`config.mk`:
```
export PLATFORM = sky130hd
export DESIGN_NAME = psf_ctrl
export DESIGN_NICKNAME = d
export VERILOG_FILES = /design/src/core/psf_pkg.sv /design/src/core/psf_ctrl.sv
export SDC_FILE = /design/constraint.sdc
export NUM_CORES = 1
export LEC_CHECK = 0
export ABC_AREA = 1
export BUFFER_PORTS_ARGS = -buffer_cell sky130_fd_sc_hd__buf_2
export CORE_UTILIZATION = 68
export DETAILED_ROUTE_END_ITERATION = 8
export GPL_ROUTABILITY_DRIVEN = 1
export PLACE_DENSITY_LB_ADDON = 0.05
export SLEW_MARGIN = 20
export SYNTH_ARGS = -nofsm -noshare
export SYNTH_HDL_FRONTEND = slang
export SYNTH_SLANG_ARGS = --single-unit
```
`constraint.sdc`:
```
create_clock -name CLK_IN -period 9.55 [get_ports CLK_IN]
set_input_delay 1.91 -clock CLK_IN [delete_from_list [all_inputs] [get_ports CLK_IN]]
set_output_delay 1.91 -clock CLK_IN [all_outputs]
set_load 0.02 [all_outputs]
```
`src/core/psf_pkg.sv`:
```
package psf_pkg;
  // ---------------------------------------------------------------
  // Timing
  // ---------------------------------------------------------------
  localparam int CLK_PERIOD_NS = 10;
  localparam int OVP_DEBOUNCE_US = 512;
  localparam int SHORT_CLAMP_US = 512;
  localparam int THERMAL_RESTART_MS = 64;
  localparam int SHORT_RETRY_AUTO_MS = 64;
  localparam int SHORT_RETRY_LATCH_MS = 2;
  localparam int ENABLE_DELAY_MS = 10;
  localparam int DISCHARGE_TIMEOUT_S = 1;
  localparam int OVP_DEBOUNCE_CYC = OVP_DEBOUNCE_US * 1000 / CLK_PERIOD_NS;
  localparam int SHORT_CLAMP_CYC = SHORT_CLAMP_US * 1000 / CLK_PERIOD_NS;
  localparam int THERMAL_RESTART_CYC = THERMAL_RESTART_MS * 1000000 / CLK_PERIOD_NS;
  localparam int SHORT_RETRY_AUTO_CYC = SHORT_RETRY_AUTO_MS * 1000000 / CLK_PERIOD_NS;
  localparam int SHORT_RETRY_LATCH_CYC = SHORT_RETRY_LATCH_MS * 1000000 / CLK_PERIOD_NS;
  localparam int ENABLE_DELAY_CYC = ENABLE_DELAY_MS * 1000000 / CLK_PERIOD_NS;
  localparam longint DISCHARGE_TIMEOUT_CYC = 64'(DISCHARGE_TIMEOUT_S) * 1000000000 / CLK_PERIOD_NS;
  localparam logic [2:0] SHORT_RETRY_LIMIT = 3'h4;
  localparam logic [2:0] RETRY_RESET = 3'h0;

  // ---------------------------------------------------------------
  // Types
  // ---------------------------------------------------------------
  typedef enum logic [2:0] {
    PSF_OFF, PSF_CHECK, PSF_DELAY, PSF_RAMP, PSF_ON, PSF_WAIT, PSF_LATCHED
  } psf_state_e;

  typedef struct packed {
    logic overvoltage_guard;
    logic thermal_shutdown;
    logic reverse_block;
    logic current_clamp;
    logic ramp_done;
    logic above_lockout;
    logic below_discharge_detect;
    logic below_discharge_floor;
    logic output_below_lockout;
  } psf_sense_s;
endpackage

```
`src/core/psf_ctrl.sv`:
```
module psf_ctrl
  import psf_pkg::*;
#(
  parameter bit AUTO_RESTART = 1'b1,
  parameter int OVP_DEB_CYC = OVP_DEBOUNCE_CYC,
  parameter int CLAMP_CYC = SHORT_CLAMP_CYC,
  parameter int THERM_REC_CYC = THERMAL_RESTART_CYC,
  parameter int RETRY_AUTO_CYC = SHORT_RETRY_AUTO_CYC,
  parameter int RETRY_LATCH_CYC = SHORT_RETRY_LATCH_CYC,
  parameter int EN_DELAY_CYC = ENABLE_DELAY_CYC,
  parameter longint DISC_CYC = DISCHARGE_TIMEOUT_CYC
) (
  // Clock and power-on reset
  input wire logic CLK_IN,
  input wire logic RESET_IN,
  // Control from the system power controller
  input wire logic ENABLE_IN,
  // Analog comparator results
  input wire psf_sense_s SENSE_IN,
  // Switch control
  output logic SWITCH_ON_OUT,
  output logic RAMP_ACTIVE_OUT,
  output logic DISCHARGE_OUT,
  // Open-drain fault flag, driven low while a fault is flagged
  output logic FAULT_FLAG_N_OUT,
  output logic FAULT_FLAG_N_OE_OUT
);

  // ---------------------------------------------------------------
  // Input synchronisers
  // ---------------------------------------------------------------
  localparam int NS = $bits(psf_sense_s) + 1;
  logic [NS-1:0] meta_q;
  logic [NS-1:0] sync_q;
  psf_sense_s s;
  logic en;

  always_ff @(posedge CLK_IN or posedge RESET_IN) begin
    if (RESET_IN) begin
      meta_q <= '0;
      sync_q <= '0;
    end else begin
      meta_q <= {ENABLE_IN, SENSE_IN};
      sync_q <= meta_q;
    end
  end

  // Enable is assumed clean logic levels, so no extra filtering.
  assign en = sync_q[NS-1];
  assign s = psf_sense_s'(sync_q[NS-2:0]);

  // ---------------------------------------------------------------
  // Enable qualification
  // ---------------------------------------------------------------
  logic enabled;
  logic en_prev_q;
  logic en_fall;

  assign enabled = en && s.above_lockout;

  always_ff @(posedge CLK_IN or posedge RESET_IN) begin
    if (RESET_IN) begin
      en_prev_q <= 1'b0;
    end else begin
      en_prev_q <= enabled;
    end
  end

  assign en_fall = en_prev_q && !en;

  // ---------------------------------------------------------------
  // Sequencer
  // ---------------------------------------------------------------
  psf_state_e state_q;
  logic [31:0] timer_q;
  logic [31:0] ovp_cnt_q;
  logic [31:0] clamp_cnt_q;
  logic [2:0] retry_q;
  logic fault_q;
  logic ovp_trip;
  logic short_trip;
  logic any_fault;

  // Overvoltage must persist for the debounce while conducting.
  assign ovp_trip = s.overvoltage_guard && (ovp_cnt_q >= 32'(OVP_DEB_CYC - 1));
  // Only an unbroken clamp interval during the ramp counts.
  assign short_trip = s.current_clamp && (clamp_cnt_q >= 32'(CLAMP_CYC - 1));
  assign any_fault = s.overvoltage_guard || s.thermal_shutdown;

  always_ff @(posedge CLK_IN or posedge RESET_IN) begin
    if (RESET_IN) begin
      ovp_cnt_q <= '0;
    end else if (state_q == PSF_RAMP || state_q == PSF_ON) begin
      ovp_cnt_q <= s.overvoltage_guard ? ovp_cnt_q + 32'h1 : 32'h0;
    end else begin
      ovp_cnt_q <= '0;
    end
  end

  always_ff @(posedge CLK_IN or posedge RESET_IN) begin
    if (RESET_IN) begin
      clamp_cnt_q <= '0;
    end else if (state_q == PSF_RAMP && s.current_clamp && !s.ramp_done) begin
      clamp_cnt_q <= clamp_cnt_q + 32'h1;
    end else begin
      clamp_cnt_q <= '0;
    end
  end

  // The whole fault history is cleared by power-on reset.
  always_ff @(posedge CLK_IN or posedge RESET_IN) begin
    if (RESET_IN) begin
      state_q <= PSF_OFF;
      timer_q <= '0;
      retry_q <= RETRY_RESET;
      fault_q <= 1'b0;
    end else if (!enabled) begin
      // Dropping enable leaves any latch; the next rise starts fresh.
      state_q <= PSF_OFF;
      timer_q <= '0;
      retry_q <= RETRY_RESET;
      fault_q <= 1'b0;
    end else begin
      unique case (state_q)
        PSF_OFF: begin
          state_q <= PSF_CHECK;
        end
        PSF_CHECK: begin
          if (s.overvoltage_guard) begin
            // Overvoltage blocks turn-on and latches in both variants.
            fault_q <= 1'b1;
            state_q <= PSF_LATCHED;
          end else if (s.thermal_shutdown) begin
            fault_q <= 1'b1;
            timer_q <= '0;
            state_q <= AUTO_RESTART ? PSF_WAIT : PSF_LATCHED;
          end else begin
            timer_q <= '0;
            state_q <= PSF_DELAY;
          end
        end
        PSF_DELAY: begin
          if (any_fault) begin
            state_q <= PSF_CHECK;
          end else if (timer_q >= 32'(EN_DELAY_CYC - 1)) begin
            state_q <= PSF_RAMP;
          end else begin
            timer_q <= timer_q + 32'h1;
          end
        end
        PSF_RAMP, PSF_ON: begin
          timer_q <= '0;
          if (ovp_trip) begin
            fault_q <= 1'b1;
            state_q <= PSF_LATCHED;
          end else if (s.thermal_shutdown) begin
            fault_q <= 1'b1;
            state_q <= AUTO_RESTART ? PSF_WAIT : PSF_LATCHED;
          end else if (short_trip) begin
            fault_q <= 1'b1;
            if (!AUTO_RESTART && retry_q >= SHORT_RETRY_LIMIT) begin
              state_q <= PSF_LATCHED;
            end else begin
              retry_q <= retry_q + 3'h1;
              state_q <= PSF_WAIT;
            end
          end else if (state_q == PSF_RAMP && s.ramp_done) begin
            state_q <= PSF_ON;
          end
        end
        PSF_WAIT: begin
          // Thermal waits for the hysteresis to clear before the blanking runs.
          if (s.thermal_shutdown) begin
            timer_q <= '0;
          end else if (timer_q >= 32'(retry_q != RETRY_RESET ?
              (AUTO_RESTART ? RETRY_AUTO_CYC : RETRY_LATCH_CYC) - 1 :
              THERM_REC_CYC - 1)) begin
            timer_q <= '0;
            fault_q <= 1'b0;
            state_q <= PSF_RAMP; // new soft-start
          end else begin
            timer_q <= timer_q + 32'h1;
          end
        end
        PSF_LATCHED: begin
          state_q <= PSF_LATCHED;
        end
        default: begin
          state_q <= PSF_OFF;
        end
      endcase
    end
  end

  // Reverse block drops the gate without touching the flag or state.
  always_ff @(posedge CLK_IN or posedge RESET_IN) begin
    if (RESET_IN) begin
      SWITCH_ON_OUT <= 1'b0;
      RAMP_ACTIVE_OUT <= 1'b0;
      FAULT_FLAG_N_OUT <= 1'b0;
      FAULT_FLAG_N_OE_OUT <= 1'b0;
    end else begin
      SWITCH_ON_OUT <= enabled && (state_q == PSF_RAMP || state_q == PSF_ON) &&
        !s.reverse_block && !s.thermal_shutdown && !ovp_trip;
      RAMP_ACTIVE_OUT <= enabled && state_q == PSF_RAMP;
      FAULT_FLAG_N_OUT <= 1'b0;
      FAULT_FLAG_N_OE_OUT <= fault_q;
    end
  end

  // ---------------------------------------------------------------
  // Input discharge with watchdog
  // ---------------------------------------------------------------
  logic [63:0] disc_cnt_q;
  logic disc_expired_q;

  always_ff @(posedge CLK_IN or posedge RESET_IN) begin
    if (RESET_IN) begin
      disc_cnt_q <= '0;
      disc_expired_q <= 1'b0;
    end else if (en) begin
      disc_cnt_q <= '0;
      disc_expired_q <= 1'b0;
    end else if (en_fall) begin
      disc_cnt_q <= '0; // timeout measured from enable fall
      disc_expired_q <= 1'b0;
    end else if (disc_cnt_q >= 64'(DISC_CYC - 1)) begin
      disc_expired_q <= 1'b1;
    end else begin
      disc_cnt_q <= disc_cnt_q + 64'h1;
    end
  end

  always_ff @(posedge CLK_IN or posedge RESET_IN) begin
    if (RESET_IN) begin
      DISCHARGE_OUT <= 1'b0;
    end else begin
      DISCHARGE_OUT <= !en && s.below_discharge_detect && !disc_expired_q &&
        !s.below_discharge_floor && !(s.output_below_lockout && !s.above_lockout);
    end
  end
endmodule

```
==> impl_metrics.yaml <==
cts:
  cts_tree: "built"
  cts_resized: 0
  clk_latency_ns: 0.44
  clk_path_buf_depth: 2
  cts_setup_buffers: 0
  cts_root_buf: "clkbuf_16"
  cts.sinks: 190
  clk_pin_slew_ns: 0.07
  cts_max_level: 4
  cts_hold_buf: 0
  cts_buffers: 17
finish:
  final_common_cell: "nand2_1"
  diodes: 0
  design_area_um2: 10710
  drive_gt1_frac: 0.07617
  fin_util: 0.7627
  layout_common_cells: "nand2_1, nor2_1, dfrtp_1"
  area_growth_pct: 7.850
  final.fill_count: 1059
  final_nets: 1329
  finalNonFillerCells: 1506
critical_path:
  cp_top_family: "flip-flops"
  worstSetupPathType: "register to primary output"
  crit_path_end_kind: "primary output"
  path_cells: "buf_2"
  cp.depth: 1
  crit_buf_inv: 1
  crit_fanout: 1
  required_ns: 7.64
  r2r_start: "sync_q[9]"
  arrival_ns: 1.01
  reg2reg_slack_ns: 6.78
  timing.rr.end: "timer_q[4]"
  r2r_cells: 7
  slowest_stage: "dfrtp_1"
  max_stage_delay_ns: 0.41
  start_kind: "register"
global_route:
  grt_antenna_before_repair: 0
  grt_pass1_vias: 7741
  overflow: 0
  grt_pass1_wl_um: 34720
  gr-usage-all-layers: 0.2914
  grt_max_degree: 107
yosys:
  netlist_area_um2: 9931
  synth_seq_cells: 190
  synth_area_per_cell_um2: 7.604
  synth_nets: 1322
  ys_types: 42
  ys_seq_area_frac: 0.4788
  syn-instance-count: 1306
  ys_warn_count: 0
hold_path:
  min_from: "meta_q[7]"
  min_to: "sync_q[7]"
  holdPathStages: 0
  holdCritPathClass: "register to register"
status:
  outcome: "finished, final reports clean"
sta:
  max_freq_ghz: 0.3424
  finalHoldViolations: 0
  fin_crit_ns: 2.921
  finalMaxSlewViolations: 0
  rsz0062_at_grt: "false"
  skew_ns: 0.008774
  fin_tns_setup_ns: 0
  max_slew.worst_pin.slew_ns: 0.9800
  slew_headroom: 0.3426
  min_period_over_period: 0.3059
  finalSetupViolCount: 0
placed_design:
  placed_area_um2: 10100
  dp.cells: 1474
  gp_congestion: 0.9210
  port_buffers: 15
  dp_hpwl_um: 13790
floorplanning:
  fp.coreArea_um2: 14040
  die_y_um: 122.8
  pin_count: 17
  rows: 43
  dieArea_um2: 15090
  start_util: 0.7072
  fp.dieW_um: 122.8
run:
  maxCapViolCount: 0
pwr:
  p_per_area_nw_per_um2: 149.8
  ir_worst_vdd_v: 0.0001373
  p_leak_nw: 4.830
detailed_routing:
  via_per_inst: 5.633
  vias: 8483
  postRouteAntennaNets: 0
  totalWireLength_um: 20370
  post_drt_wl_per_cell_um: 13.53
  first_pass_iters: 7
  drt_iter0_markers: 640
  drc: 0
sequential cells by signal, indices dropped and copies added (netlist names):
signal / cells
FAULT_FLAG_N_OE_OUT: 1
RAMP_ACTIVE_OUT: 1
ovp_cnt_q: 32
state_q: 3
disc_expired_q: 1
SWITCH_ON_OUT: 1
sync_q: 10
timer_q: 32
fault_q: 1
disc_cnt_q: 64
DISCHARGE_OUT: 1
meta_q: 10
clamp_cnt_q: 32
en_prev_q: 1
synth_stat cells, drive strengths merged:
master,instances,area share
nor3b,6,0.0050
o31ai,1,0.00076
nand3b,1,0.00076
dfrtp,190,0.48
nand3,93,0.047
nor2,217,0.087
and3,3,0.0019
clkbuf,12,0.0045
ha,4,0.0050
o211a,1,0.0010
xor2,23,0.020
xnor2,7,0.0062
and2,1,0.00063
a21boi,1,0.00076
o21ai,52,0.026
a21oi,40,0.021
a41oi,1,0.00088
nor3,87,0.051
conb,1,0.00038
nand2,275,0.11
a211oi,4,0.0030
a2111oi,1,0.00088
nand4,57,0.036
a31oi,4,0.0025
o21a,1,0.00076
nor4,10,0.0063
inv,193,0.073
buf,20,0.013
metal layers:
layer	vias up	share of wire	wire length (µm)	global-route usage
met3	25	0.053	1087	0.05019
li1	4219	-	-	-
met1	3973	0.45	9200	0.3874
met5	-	0	0	0
met2	266	0.48	9859	0.4831
met4	0	0.011	224	0.09985
through the flow:
step	setup slack (ns)	hold slack (ns)	power [mW]
2_1_floorplan	2.470	0.3312	0.8814
3_3_place_gp	5.873	0.3320	0.8937
3_5_place_dp	5.859	0.3347	0.8951
4_1_cts	6.343	0.3506	1.614
5_1_grt	6.466	0.3554	1.652
6_report	6.629	0.3507	1.604
report_power, final:
part,internal [mW],switching [mW],total (mW)
registers,0.813,0.0102,0.823
clock network,0.405,0.319,0.725
logic,0.0117,0.0446,0.0563
cell type report:
cell class	instances	area [µm²]	share of cell area
Sequential cell	190	4755	0.4439
Multi-Input combinational cell	891	4279	0.3995
Inverter	193	732.0	0.06834
Clock buffer	19	452.9	0.04229
Tap cell	180	225.2	0.02103
Clock inverter	13	150.1	0.01402
Timing Repair Buffer	20	116.4	0.01086
cells by family (layout without fill, tap and decap cells):
kind of cell	Yosys count	in the layout	synth area share
and+or+nand+nor	750	750	0.3417
buffers and inverters	225	245	0.09034
DFF	190	190	0.4788
AOI/OAI and AO/OA	106	106	0.05733
xor gates and xnor gates	30	30	0.02646
adders and majority gates	4	4	0.005040
other	1	1	0.0003776
worst max path at each step:
stage / start / to
floorplan: RESET_IN / DISCHARGE_OUT
global placement: RESET_IN / disc_cnt_q[38]
detailed placement: RESET_IN / disc_cnt_q[37]
CTS: RESET_IN / timer_q[6]
global route: RESET_IN / disc_cnt_q[21]
finish: SWITCH_ON_OUT / SWITCH_ON_OUT
Power figures use the tool's default switching activity.
